File: src/core/tco_pkg.sv
// shared constants and types for the four-channel capture / one-shot timer
package tco_pkg;

  // unit shape
  localparam int NUM_CH    = 4;           // channels 0 to 3
  localparam int CNT_W     = 16;          // counter and data width

  // counter load values and count step
  localparam logic [15:0] CNT_ZERO  = 16'h0000; // load on capture start
  localparam logic [15:0] CNT_ONES  = 16'hffff; // park after one-count end
  localparam logic [15:0] CNT_ONE   = 16'h0001; // count step

  // reset values
  localparam logic [15:0] RST_CNT   = 16'h0000; // counter after reset
  localparam logic [15:0] RST_DATA  = 16'h0000; // data register after reset
  localparam logic        RST_OUT   = 1'h0;     // output level after reset

  // count clock prescaler default (operating clock cycles per count clock)
  localparam int DEF_COUNT_DIV = 4;

  // counter modes of a channel
  typedef enum logic [1:0] {
    MODE_CAPTURE,        // input pulse interval capture
    MODE_ONE_COUNT,      // retriggerable one-shot down count
    MODE_CAP_ONE_COUNT   // high-level width measurement
  } tco_mode_t;

  // per-channel configuration carried as one packed word
  typedef struct packed {
    tco_mode_t mode;                    // counter mode
    logic      start_interrupt_select;  // interrupt at count start, capture mode only
    logic      filter_enable;           // input noise filter on
    logic      output_enable_bit;       // interrupts drive the output
    logic      output_mode_select;      // 0 toggle, 1 set/reset
    logic      output_polarity_bit;     // swaps set and reset roles
  } tco_cfg_t;

  // per-channel status carried as one packed word
  typedef struct packed {
    logic [15:0] channel_counter;       // live counter
    logic [15:0] reload_capture_value;  // data register
  } tco_stat_t;

endpackage

File: src/core/tco_timer.sv
// four-channel timer: capture, one-count, width capture and output circuit
`timescale 1ns/100ps

module tco_timer
  import tco_pkg::*;
#(
  parameter int COUNT_DIV = DEF_COUNT_DIV  // operating clocks per count clock
) (
  input  wire logic                 CLK_I,                 // 100 MHz clock
  input  wire logic                 RESET_I,               // sync, high
  input  wire logic [NUM_CH-1:0]    TIMER_INPUT_PIN_I,     // async pins
  input  wire tco_cfg_t [NUM_CH-1:0] CFG_I,                // channel setup
  input  wire logic [NUM_CH-1:0]    CHANNEL_START_TRIGGER_I, // start pulse
  input  wire logic [NUM_CH-1:0]    CHANNEL_STOP_I,        // stop pulse
  input  wire logic [NUM_CH-1:0]    RELOAD_WR_I,           // data write
  input  wire logic [15:0]          RELOAD_WDATA_I,        // data to write
  input  wire logic                 OUTPUT_LEVEL_WR_I,     // level write
  input  wire logic [NUM_CH-1:0]    OUTPUT_LEVEL_WDATA_I,  // levels
  output logic [NUM_CH-1:0]         CHANNEL_ENABLED_FLAG_O, // running flags
  output logic [NUM_CH-1:0]         CHANNEL_INTERRUPT_O,   // 1-cycle pulse
  output logic [NUM_CH-1:0]         START_DETECT_O,        // 1-cycle pulse
  output tco_stat_t [NUM_CH-1:0]    STATUS_O,              // counter, data
  output logic [NUM_CH-1:0]         TIMER_OUTPUT_PIN_O,    // output pins
  output logic [NUM_CH-1:0]         OUTPUT_LEVEL_GROUP_O   // readback
);

  // prescaler width wide enough for any sensible divide
  localparam int DIV_W = (COUNT_DIV > 1) ? $clog2(COUNT_DIV) : 1;
  localparam logic [DIV_W-1:0] DIV_LAST = DIV_W'(COUNT_DIV - 1);

  logic [DIV_W-1:0] div_q;   // prescaler count
  logic [DIV_W-1:0] div_d;   // prescaler next value
  logic             tick;    // count clock, one cycle wide

  // shared count clock: every channel sees the same tick
  assign tick  = (div_q == DIV_LAST);
  assign div_d = tick ? '0 : DIV_W'(div_q + 1'b1);

  // prescaler register
  always_ff @(posedge CLK_I) begin
    if (RESET_I) begin
      div_q <= '0;
    end else begin
      div_q <= div_d;
    end
  end

  // channel interrupts gathered so the output circuit can cross channels
  logic [NUM_CH-1:0] irq_w;     // per-channel interrupt pulses
  logic [NUM_CH-1:0] out_w;     // per-channel output levels

  assign OUTPUT_LEVEL_GROUP_O = out_w;
  assign TIMER_OUTPUT_PIN_O   = out_w;
  assign CHANNEL_INTERRUPT_O  = irq_w;

  genvar i;
  generate
    for (i = 0; i < NUM_CH; i++) begin : g_ch
      // master feeding this channel in slave mode; channel 0 has none
      localparam int MI    = (i == 3) ? 2 : 0;
      localparam bit HAS_M = (i != 0);

      logic        sync1_q;     // first synchroniser stage
      logic        sync2_q;     // second synchroniser stage
      logic        filt_prev_q; // previous synced sample
      logic        filt_q;      // filtered level
      logic        lvl_prev_q;  // level seen last cycle
      logic        lvl;         // level after optional filter
      logic        rise;        // valid rising edge
      logic        fall;        // valid falling edge
      logic        en_q;        // channel enabled flag
      logic        run_q;       // counting, start trigger seen
      logic        irq_q;       // interrupt pulse
      logic        std_q;       // start detect pulse
      logic [15:0] cnt_q;       // channel counter
      logic [15:0] cnt_d;       // channel counter next
      logic [15:0] data_q;      // reload / capture value
      logic [15:0] data_d;      // reload / capture next
      logic        en_d;        // enabled next
      logic        run_d;       // running next
      logic        irq_d;       // interrupt next
      logic        std_d;       // start detect next
      logic        out_q;       // output level
      logic        out_d;       // output level next
      logic        m_irq;       // master interrupt seen by this channel
      logic        set_ev;      // output set event
      logic        rst_ev;      // output reset event
      tco_cfg_t    cfg;         // this channel's setup

      assign cfg = CFG_I[i];

      // two flops before anything reads the pin; stage one feeds stage two
      always_ff @(posedge CLK_I) begin
        if (RESET_I) begin
          sync1_q <= 1'b0;
          sync2_q <= 1'b0;
        end else begin
          sync1_q <= TIMER_INPUT_PIN_I[i];
          sync2_q <= sync1_q;
        end
      end

      always_ff @(posedge CLK_I) begin
        if (RESET_I) begin
          filt_prev_q <= 1'b0;
          filt_q      <= 1'b0;
        end else begin
          filt_prev_q <= sync2_q;
          if (sync2_q == filt_prev_q) begin
            filt_q <= sync2_q;
          end
        end
      end

      // filter path is two cycles later
      assign lvl  = cfg.filter_enable ? filt_q : sync2_q;
      assign rise = lvl & ~lvl_prev_q;
      assign fall = ~lvl & lvl_prev_q;

      // edge detector memory
      always_ff @(posedge CLK_I) begin
        if (RESET_I) begin
          lvl_prev_q <= 1'b0;
        end else begin
          lvl_prev_q <= lvl;
        end
      end

      // counter control; output settings never enter here
      // counting ignores output setup
      always_comb begin
        cnt_d  = cnt_q;
        data_d = data_q;
        en_d   = en_q;
        run_d  = run_q;
        irq_d  = 1'b0;
        std_d  = 1'b0;
        // software data write; a capture in the same cycle wins below
        if (RELOAD_WR_I[i]) begin
          data_d = RELOAD_WDATA_I;
        end
        if (CHANNEL_STOP_I[i]) begin
          // stop freezes the counter where it stands
          en_d  = 1'b0;
          run_d = 1'b0;
        end else if (CHANNEL_START_TRIGGER_I[i] && !en_q) begin
          en_d  = 1'b1;
          run_d = 1'b0;
        end else if (en_q) begin
          case (cfg.mode)
            MODE_CAPTURE: begin
              if (!run_q) begin
                if (tick) begin
                  cnt_d = CNT_ZERO;
                  run_d = 1'b1;
                  std_d = 1'b1;
                  irq_d = cfg.start_interrupt_select;
                end
              end else if (rise) begin
                data_d = cnt_q;
                cnt_d  = CNT_ZERO;
                irq_d  = 1'b1;
              end else if (tick) begin
                cnt_d = 16'(cnt_q + CNT_ONE);
              end
            end
            MODE_ONE_COUNT: begin
              if (rise) begin
                // edge loads data value
                // retrigger while running reloads as well
                cnt_d = data_q;
                run_d = 1'b1;
                std_d = 1'b1;
              end else if (run_q && tick) begin
                if (cnt_q == CNT_ZERO) begin
                  cnt_d = CNT_ONES;
                  run_d = 1'b0;
                  irq_d = 1'b1;
                end else begin
                  cnt_d = 16'(cnt_q - CNT_ONE);
                end
              end
            end
            MODE_CAP_ONE_COUNT: begin
              if (rise) begin
                cnt_d = CNT_ZERO;
                run_d = 1'b1;
                std_d = 1'b1;
              end else if (run_q && fall) begin
                data_d = cnt_q;
                run_d  = 1'b0;
                irq_d  = 1'b1;
              end else if (run_q && tick) begin
                cnt_d = 16'(cnt_q + CNT_ONE);
              end
            end
            default: begin
              run_d = 1'b0;
            end
          endcase
        end
      end

      // channel state registers
      always_ff @(posedge CLK_I) begin
        if (RESET_I) begin
          cnt_q  <= RST_CNT;
          data_q <= RST_DATA;
          en_q   <= 1'b0;
          run_q  <= 1'b0;
          irq_q  <= 1'b0;
          std_q  <= 1'b0;
        end else begin
          cnt_q  <= cnt_d;
          data_q <= data_d;
          en_q   <= en_d;
          run_q  <= run_d;
          irq_q  <= irq_d;
          std_q  <= std_d;
        end
      end

      // master interrupt source for slave output mode
      if (HAS_M) begin : g_m
        assign m_irq = irq_w[MI];
      end else begin : g_nm
        assign m_irq = 1'b0;
      end

      assign set_ev = cfg.output_polarity_bit ? irq_q : m_irq;
      assign rst_ev = cfg.output_polarity_bit ? m_irq : irq_q;

      // output circuit; interrupts act one cycle after the pulse
      always_comb begin
        out_d = out_q;
        if (!cfg.output_enable_bit) begin
          if (OUTPUT_LEVEL_WR_I) begin
            out_d = OUTPUT_LEVEL_WDATA_I[i];
          end
        end else if (!cfg.output_mode_select) begin
          if (irq_q) begin
            out_d = ~out_q;
          end
        end else begin
          if (rst_ev) begin
            out_d = 1'b0;
          end else if (set_ev) begin
            out_d = 1'b1;
          end
        end
      end

      // output level register
      always_ff @(posedge CLK_I) begin
        if (RESET_I) begin
          out_q <= RST_OUT;
        end else begin
          out_q <= out_d;
        end
      end

      // status to the ports; all from flops
      assign irq_w[i]                       = irq_q;
      assign out_w[i]                       = out_q;
      assign START_DETECT_O[i]              = std_q;
      assign CHANNEL_ENABLED_FLAG_O[i]      = en_q;
      assign STATUS_O[i].channel_counter      = cnt_q;
      assign STATUS_O[i].reload_capture_value = data_q;
    end
  endgenerate

endmodule

File: config.mk
export PLATFORM = sky130hd
export DESIGN_NAME = tco_timer
export DESIGN_NICKNAME = d
export VERILOG_FILES = /design/src/core/tco_pkg.sv /design/src/core/tco_timer.sv
export SDC_FILE = /design/constraint.sdc
export NUM_CORES = 1
export LEC_CHECK = 0
export BUFFER_PORTS_ARGS = -buffer_cell sky130_fd_sc_hd__buf_2
export CORE_AREA = 5 5 177 179
export CTS_BUF_LIST = sky130_fd_sc_hd__clkbuf_8
export CTS_CLUSTER_SIZE = 30
export DETAILED_ROUTE_END_ITERATION = 12
export DIE_AREA = 0 0 182 184
export PLACE_DENSITY_LB_ADDON = 0.25
export SYNTH_ARGS = -nofsm -noshare
export SYNTH_HDL_FRONTEND = slang
export SYNTH_SLANG_ARGS = --single-unit
File: constraint.sdc
create_clock -name CLK_I -period 4.8 [get_ports CLK_I]
set_clock_uncertainty 0.05 [all_clocks]
set_input_delay 0.48 -clock CLK_I [delete_from_list [all_inputs] [get_ports CLK_I]]
set_output_delay 0.48 -clock CLK_I [all_outputs]
set_load 0.05 [all_outputs]
==> results.toml, run 1 <==
[setup_path]
worstSetupPathType = "reg2reg"
crit_end = "g_ch[1].cnt_q[0]"
crit_required_ps = 5160
startpoint = "g_ch[1].cnt_q[5]"
critPathLaunchType = "flop"
crit-reg2reg-launch = "g_ch[1].cnt_q[5]"
end_kind = "flop"
reg2reg_setup_slack_ps = 1680
ff2ff_path_depth = 6
cp.arrival_ps = 3480
critPathMaxFanout = 12
r2r_end = "g_ch[1].cnt_q[0]"

[clocking]
ctsResizeCount = 0
ctsLongestPathBuffers = 2
cts_num_sinks = 170
clk_pin_slew_worst_paths_ps = 100
cts_hold_buf = 0
h-tree-depth = 4
cts_tree = "yes"
cts_post_setup_buffers_inserted = 0
cts_buffers = 17
clockRootBuffer = "clkbuf_8"
clk_latency_ps = 470

[global_routing]
grt_pass1_wl_um = 66500
grt_pass1_vias = 11575
antenna_found_initial = 2
overflow = 0
grt_max_degree = 62
grt_util_all_layers_pct = 24.6

[sta]
min_period_ps = 3120
fin_ws_ps = 1680
worst_hold_slack_ps = 161
drv_slew = 0
rsz0062_at_grt = "false"
timing.final.hold_violations = 0
period_share_pct = 65.0
tns_ps = 0
max_slew_margin_pct = 18.1
finalSetupViolations = 0
max_freq_mhz = 321
worstMarginPinSlew_ps = 1220

[placed_design]
dp.cells = 1948
numPortBuffers = 214
place.gp.congestion = 0.927
dpl.hpwl_um = 29400
pre_cts_ws_ps = 1670

[synthesis]
synth_edf_count = 0
ys_ff_latch = 170
synthCells = 1491
yosys_warnings = 0
yosys.area.top_type = "dfxtp_1"
syn_avg_cell_area_sq_um = 7.75
ys_async_sr_fraction_pct = 0
mappedNetlistNets = 1586
synthMostInstantiatedCell = "dfxtp_1"
ys_seq_area_share_pct = 29.4
netlist_top_cells_area = "dfxtp_1 29%, mux2_2 5.8%, nor2_1 4.5%, a21oi_1 4.2%, clkbuf_1 4.1%"
synth_ff_type = "dfxtp_1"
syn_area_sq_um = 11600
synth_top_area_share_pct = 29.4
yosys-top-cells-count = "170 x dfxtp_1, 140 x nor2_1, 125 x clkbuf_1"
synth_cell_types = 77

[flow_run]
maxCapViolations = 0

[run_status]
status = "finished clean"

[final_layout]
drive_gt1_share_pct = 21.8
area_delta_synth_final_pct = 12.1
final.fill_count = 3057
layout.nets = 1672
multi_input_area_sq_um = 7270
final_cells = 1981
final_util_pct = 44.1
seq_area_sq_um = 3400

[pwr]
power_leakage_uw = 0.00526
p_per_area_nw_per_um2 = 254
ir_drop_uv = 165

[drt]
num_vias = 12167
vias_per_cell = 6.14
drt-pass1-iter-count = 5
ant_nets = 0
drt_iter0_drc = 907
wl_per_cell_um = 21.4
drcViolationCount = 0
wirelength_um = 42500

[die]
start_util_pct = 39.3
io_pins = 215
fp.dieW_um = 182
fp.dieArea_sq_um = 33500
rows = 63
die_y_um = 184
coreArea_sq_um = 29400

[min_path]
hold_path_class = "in2reg"
state kept, by name, summed over array words and instances, names as in the netlist:
name,count
g_ch.lvl_prev_q,4
g_ch.sync2_q,4
g_ch.out_q,4
g_ch.run_q,4
g_ch.filt_q,4
g_ch.irq_q,4
g_ch.std_q,4
g_ch.data_q,64
div_q,2
g_ch.en_q,4
g_ch.cnt_q,64
g_ch.filt_prev_q,4
g_ch.sync1_q,4
cells in the final DEF (no fill, tap or decap), drive strengths merged, types with 18 or more instances in the layout:
master and n:
a211oi 18, a21oi 97, a22oi 61, a31oi 26, buf 226, clkbuf 18, dfxtp 170, ha 28
inv 57, mux2 60, mux2i 22, nand2 93, nand3 45, nor2 140, nor2b 20, nor3 35
nor4 24, o21ai 90, o22ai 22, o32ai 24, or2 18, or3 24, xnor2 23
cells by family after synthesis:
logic type | count (synthesis) | synth area share (%)
AO/OA/AOI/OAI | 464 | 27.0
XOR/XNOR | 38 | 2.88
adder cells (fa/ha/maj) | 28 | 3.03
buffers and inverters | 212 | 7.75
flip-flops | 170 | 29.4
multiplexers | 82 | 7.75
AND/OR/NAND/NOR | 497 | 22.2
worst min-delay path by stage:
stage,cells after the start,to,startpoint
4_1_cts,2,g_ch[2].en_q,CHANNEL_STOP_I[2]
2_1_floorplan,1,div_q[0],div_q[0]
3_5_place_dp,1,div_q[0],div_q[0]
5_1_grt,2,g_ch[2].en_q,CHANNEL_STOP_I[2]
3_3_place_gp,1,div_q[0],div_q[0]
6_report,2,g_ch[2].en_q,CHANNEL_STOP_I[2]
routing by layer:
metal / up-vias / wire [um] / GRT usage, % / share of wire (%)
met4: 2 / 1410 / 10.3 / 3.3
met3: 63 / 3220 / 5.32 / 7.6
met2: 522 / 19000 / 38.0 / 45
li1: 5704 / - / - / -
met1: 5876 / 18800 / 33.3 / 44
met5: - / 7 / 0 / 0.016
critical path, stage by stage (launching register included):
cell     delay [ps]
dfxtp_1         420
or4_1           660
or3_1           470
o21ai_1         820
a21oi_1         140
or3_1           360
a21oi_1         130
layout make-up:
cell class / count / area share [%]
multi-input combinational: 1109 / 56.1
sequential: 170 / 26.3
timing repair buffer: 226 / 8.98
tap: 390 / 3.77
clock buffer: 18 / 1.91
inverter: 53 / 1.54
clock inverter: 14 / 1.39
antenna: 1 / 0.0193
where the power goes:
part | total, uW | internal (uW) | leakage [uW] | switching, uW
Clock | 1160 | 577 | 0.000227 | 580
Combinational | 632 | 204 | 0.00364 | 428
Sequential | 1500 | 1460 | 0.00139 | 46.7
Total | 3290 | 2240 | 0.00526 | 1050
per-stage QoR:
| stage | instance area, sq um | power [uW] |
|---|---|---|
| 3_3_place_gp | 12500 | 2160 |
| 2_1_floorplan | 11600 | 1980 |
| 6_report | 13000 | 3290 |
| 3_5_place_dp | 12500 | 2160 |
| 4_1_cts | 13000 | 3320 |
| 5_1_grt | 13000 | 3440 |
Note: power is estimated with default switching activity, not from simulation.
==> inputs of run 2 (changes only) <==
==> constraint.sdc (replaced) <==
create_clock -name CLK_I -period 2.9 [get_ports CLK_I]
set_clock_uncertainty 0.05 [all_clocks]
set_input_delay 0.29 -clock CLK_I [delete_from_list [all_inputs] [get_ports CLK_I]]
set_output_delay 0.29 -clock CLK_I [all_outputs]
set_load 0.05 [all_outputs]
==> run 2 against run 1 <==
Sequential power increased by 66%. Sequential share of layout area decreased by 0.83 points. Maximum frequency increased by 19%. Cell count increased by 3.1%. Power increased by 59%. Largest cell class unchanged. Worst hold slack got worse by 110 ps. Die area unchanged.
==> results.toml, run 2 (synthesis results as in run 1) <==
[die]
start_util_pct = 39.3
fp.dieW_um = 182
rows = 63
io_pins = 215
die_y_um = 184
coreArea_sq_um = 29400
fp.dieArea_sq_um = 33500

[final_layout]
drive_gt1_share_pct = 23.8
layout_commonest_cell = "buf_2"
area_delta_synth_final_pct = 15.7
final_cell_mix = "213 x buf_2, 170 x dfxtp_1, 140 x nor2_1"
final_util_pct = 45.5
largestRegisters = "g_ch.cnt_q x64, g_ch.data_q x64"
layout.nets = 1731

[clocking]
cts_num_sinks = 170
ctsLongestPathBuffers = 2
cts_post_setup_buffers_inserted = 0
ctsResizeCount = 0
clk_pin_slew_worst_paths_ps = 100
h-tree-depth = 4
clk_latency_ps = 490
cts_buffers = 17
cts_hold_buf = 15
cts_tree = "yes"
clockRootBuffer = "clkbuf_8"

[placed_design]
dpl.hpwl_um = 30200
pre_cts_ws_ps = 248
numPortBuffers = 214
place.gp.congestion = 0.944

[sta]
max_freq_mhz = 380
max_slew_margin_pct = 34.2
fin_ws_ps = 268
min_period_ps = 2630
period_share_pct = 90.8
worstMarginPinSlew_ps = 983
finalSetupViolations = 0
worst_hold_slack_ps = 52.9
timing.final.hold_violations = 0
rsz0062_at_grt = "false"
drv_slew = 0
tns_ps = 0

[min_path]
hp-start = "CHANNEL_START_TRIGGER_I[1]"
worstHoldPathCells = 3
whs_endpoint = "g_ch[1].en_q"
hold_path_class = "in2reg"

[setup_path]
crit_path_top_delay_cell = "or4b_1"
crit-reg2reg-launch = "g_ch[0].cnt_q[0]"
worstSetupPathType = "reg2reg"
crit_required_ps = 3240
reg2reg_setup_slack_ps = 270
r2r_end = "g_ch[0].cnt_q[4]"
critPathMaxFanout = 7
max_stage_delay_ps = 490
cp.buffers_inverters = 2
ff2ff_path_depth = 9
cp.arrival_ps = 2970
path_delay_family = "simple AND/OR/NAND/NOR gates"
cp_cell_sequence = "inv_1, ha_1, or4b_1, nor4_2, buf_4, or2_1, o22ai_1, o32a_1, o32ai_1"
critPathLaunchType = "flop"
end_kind = "flop"

[drt]
drt_iter0_drc = 1084
wirelength_um = 43100
drcViolationCount = 0
ant_nets = 0
vias_per_cell = 6.10
num_vias = 12458
wl_per_cell_um = 21.1
drt-pass1-iter-count = 5

[pwr]
p_int_uw = 3420
p_per_area_nw_per_um2 = 392
power_frac_seq_pct = 47.5
p_comb_share_pct = 20.8
p_clk_share_pct = 31.7
ir_drop_uv = 221
power_leakage_uw = 0.00549
p_switching_uw = 1820
p_sw_share_pct = 34.8

[global_routing]
grt_max_degree = 65
grt_util_all_layers_pct = 24.5
overflow = 0
antenna_found_initial = 2
grt_pass1_vias = 11613
grt_pass1_wl_um = 66600

[flow_run]
maxCapViolations = 0

[run_status]
status = "finished clean"
## run 2: cell types whose count changed in the layout (fill, tap and decap cells not counted), moves of 2 or more
cell,before,now
inv_6,1,6
buf_4,13,56
inv_1,56,53
bufinv_16,4,0
clkinvlp_4,1,3
diode_2,1,3
dlygate4sd3_1,0,15
## run 2: worst register-to-register path, delay by kind of cell (launching register included)
kind | cells | cell delay [ps]
fa+ha+maj | 1 | 150
compound gates | 3 | 440
buf+inv | 2 | 350
simple gates | 3 | 1150
flops | 1 | 390
## run 2: how the worst max path moves through the flow
stage | startpoint | cells past startpoint | slack (ps) | end
floorplan | g_ch[0].cnt_q[8] | 8 | 150 | g_ch[0].cnt_q[15]
CTS | div_q[0] | 7 | 290 | g_ch[3].cnt_q[4]
detailed placement | CFG_I[24] | 7 | 250 | g_ch[3].data_q[6]
finish | g_ch[0].cnt_q[0] | 9 | 270 | g_ch[0].cnt_q[4]
global route | g_ch[0].cnt_q[0] | 9 | 80 | g_ch[0].cnt_q[4]
global placement | CFG_I[24] | 7 | 290 | g_ch[3].data_q[6]
## run 2: layout make-up
cell class                 count  area, sq um
fill                        2990        16000
multi-input combinational   1109         7270
sequential                   170         3400
timing repair buffer         285         1660
tap                          390          488
clock buffer                  18          248
inverter                      53          199
clock inverter                14          110
antenna                        3         7.51
## run 2: metal layers
layer / global-route usage [%] / share of wire (%) / up-vias / routed length (um)
met5: 0 / 0 / - / 0
met4: 9.52 / 3.3 / 0 / 1430
li1: - / - / 5807 / -
met3: 4.45 / 7.8 / 60 / 3380
met1: 33.5 / 44 / 6023 / 18900
met2: 38.5 / 45 / 568 / 19400
## run 2: metrics by stage
stage,total power (uW),cell area (sq um),cells
finish,5240,13400,2042
global route,5450,13400,2040
CTS,5260,13400,2039
detailed placement,3610,12900,1992
global placement,3600,12900,1992
floorplan,3270,11600,1491
## run 2: power by group through the flow
stage	logic (uW)	registers, uW	clock network [uW]
after floorplan	565	2710	0
final	1090	2490	1660
after CTS	1090	2490	1690
after detailed placement	1070	2540	0
after global routing	1170	2500	1780
after global placement	1060	2540	0
==> inputs of run 3 (changes only) <==
--- a/config.mk
+++ b/config.mk
@@ -5,12 +5,12 @@
 export SDC_FILE = /design/constraint.sdc
 export NUM_CORES = 1
 export LEC_CHECK = 0
-export BUFFER_PORTS_ARGS = -buffer_cell sky130_fd_sc_hd__buf_2
 export CORE_AREA = 5 5 177 179
 export CTS_BUF_LIST = sky130_fd_sc_hd__clkbuf_8
 export CTS_CLUSTER_SIZE = 30
 export DETAILED_ROUTE_END_ITERATION = 12
 export DIE_AREA = 0 0 182 184
+export DONT_BUFFER_PORTS = 1
 export PLACE_DENSITY_LB_ADDON = 0.25
 export SYNTH_ARGS = -nofsm -noshare
 export SYNTH_HDL_FRONTEND = slang
==> constraint.sdc (replaced) <==
create_clock -name CLK_I -period 3.2 [get_ports CLK_I]
set_clock_uncertainty 0.05 [all_clocks]
set_input_delay 0.32 -clock CLK_I [delete_from_list [all_inputs] [get_ports CLK_I]]
set_output_delay 0.32 -clock CLK_I [all_outputs]
set_load 0.05 [all_outputs]
==> run 3 against run 2 <==
Count of clock-buffer cells in the layout is 1 higher. Clock power is 6% higher. Die area stayed put. Utilization is 1.6 points lower.
==> results.toml, run 3 (synthesis results as in run 1) <==
[placed_design]
dp.cells = 1825
pre_cts_ws_ps = 519
dpl.hpwl_um = 30300
numPortBuffers = 0
place_area_sq_um = 12100
place.gp.congestion = 0.922

[min_path]
worstHoldPathCells = 4
hold_path_class = "in2reg"

[setup_path]
end_kind = "flop"
worstSetupPathType = "reg2reg"
critPathLaunchType = "flop"
ff2ff_path_depth = 7
critPathMaxFanout = 7
cp.arrival_ps = 3120
crit_required_ps = 3550
reg2reg_setup_slack_ps = 430

[final_layout]
layout_commonest_cell = "dfxtp_1"
seq_area_sq_um = 3400
layout.nets = 1578
area_delta_synth_final_pct = 11.6
final_cell_mix = "170 x dfxtp_1, 140 x nor2_1, 103 x buf_4"
largestRegisters = "g_ch.cnt_q x64, g_ch.data_q x64"
drive_gt1_share_pct = 15.0
stdcell_area_sq_um = 12900
multi_input_area_sq_um = 7270
final_cells = 1896
final.fill_count = 3008

[run_status]
status = "finished clean"

[clocking]
cts_num_sinks = 170
cts_tree = "yes"
h-tree-depth = 4
ctsLongestPathBuffers = 2
clockRootBuffer = "clkbuf_8"
clk_latency_ps = 490
cts_buffers = 17
clk_pin_slew_worst_paths_ps = 90
ctsResizeCount = 0

[pwr]
p_int_uw = 3350
power_leakage_uw = 0.00483
p_switching_uw = 1520
power_frac_seq_pct = 49.8
ir_drop_uv = 185
p_sw_share_pct = 31.1
p_comb_share_pct = 14.2
p_total_uw = 4870
p_clk_share_pct = 36.1
p_per_area_nw_per_um2 = 377

[global_routing]
overflow = 0
grt_pass1_vias = 11135
grt_max_degree = 150
grt_pass1_wl_um = 68200
grt_util_all_layers_pct = 25.7
antenna_found_initial = 5

[die]
io_pins = 215
fp.dieArea_sq_um = 33500
start_util_pct = 39.3
coreArea_sq_um = 29400
die_y_um = 184
fp.dieW_um = 182
rows = 63

[sta]
timing.final.hold_violations = 0
tns_ps = 0
finalSetupViolations = 0
worstMarginPinSlew_ps = 1170
drv_slew = 0
period_share_pct = 86.6
rsz0062_at_grt = "false"
max_slew_margin_pct = 21.7
fin_ws_ps = 430
max_freq_mhz = 361
min_period_ps = 2770

[drt]
drcViolationCount = 0
wl_per_cell_um = 23.6
drt_iter0_drc = 1217
drt-pass1-iter-count = 7
ant_nets = 0
vias_per_cell = 6.26
num_vias = 11873
wirelength_um = 44700

[flow_run]
maxCapViolations = 0
==> run 3: cell count changes in the layout (fill, tap and decap cells not counted), sizes merged <==
cell         delta
clkbuf          +1
clkinvlp        -1
buf           -166
inv             -4
bufinv          +4
diode           +7
dlygate4sd3    +13
==> run 3: final timing paths <==
kind                                  startpoint               end
worst max-delay path            g_ch[1].cnt_q[5]  g_ch[1].cnt_q[7]
worst min-delay path                    CFG_I[4]     g_ch[0].irq_q
worst max register to register  g_ch[1].cnt_q[5]  g_ch[1].cnt_q[7]
worst min register to register          div_q[0]          div_q[0]
==> run 3: cell type report <==
| cell class | count | area share (%) |
|---|---|---|
| diodes | 10 | 0.194 |
| clock buffers | 19 | 2.03 |
| clock inverters | 13 | 1.36 |
| inverters | 53 | 1.54 |
| multi-input cells | 1109 | 56.4 |
| flip-flops and latches | 170 | 26.4 |
| well taps | 390 | 3.78 |
| repair buffers | 132 | 8.38 |
==> run 3: what timing repair did <==
item | CTS | global route
hold buffers | 29 | 0
buffers inserted | 0 | 0
endpoints found under the hold margin | 158 | 0
==> run 3: power by group through the flow <==
stage               sequential (uW)  clock [uW]  combinational, uW
detailed placement             2470           0                603
CTS                            2420        1800                681
floorplan                      2450           0                512
global route                   2430        1880                753
finish                         2420        1760                690
global placement               2470           0                594
==> run 3: worst max-delay path, cell delays in order (launching register included) <==
cell and delay [ps]:
dfxtp_1 320, or4_1 630, or3_1 470, o21ai_1 550, buf_4 270, o22ai_1 80
o32a_1 190, o32ai_1 120
==> run 3: metrics by stage <==
| step | hold slack, ps | util [%] |
|---|---|---|
| floorplan | 349 | - |
| global placement | 349 | 41.3 |
| detailed placement | 352 | 41.3 |
| CTS | 7.29 | 43.8 |
| global route | 33.5 | 43.8 |
| finish | 41.7 | 43.9 |
==> run 3: per-layer routing <==
| layer | global-route usage (%) | share of wire, % | vias to the layer above |
|---|---|---|---|
| met5 | 0 | 0 | - |
| met4 | 10.8 | 3.3 | 0 |
| met3 | 8.25 | 9.9 | 70 |
| met2 | 39.6 | 45 | 556 |
| met1 | 33.1 | 42 | 5754 |
| li1 | - | - | 5493 |
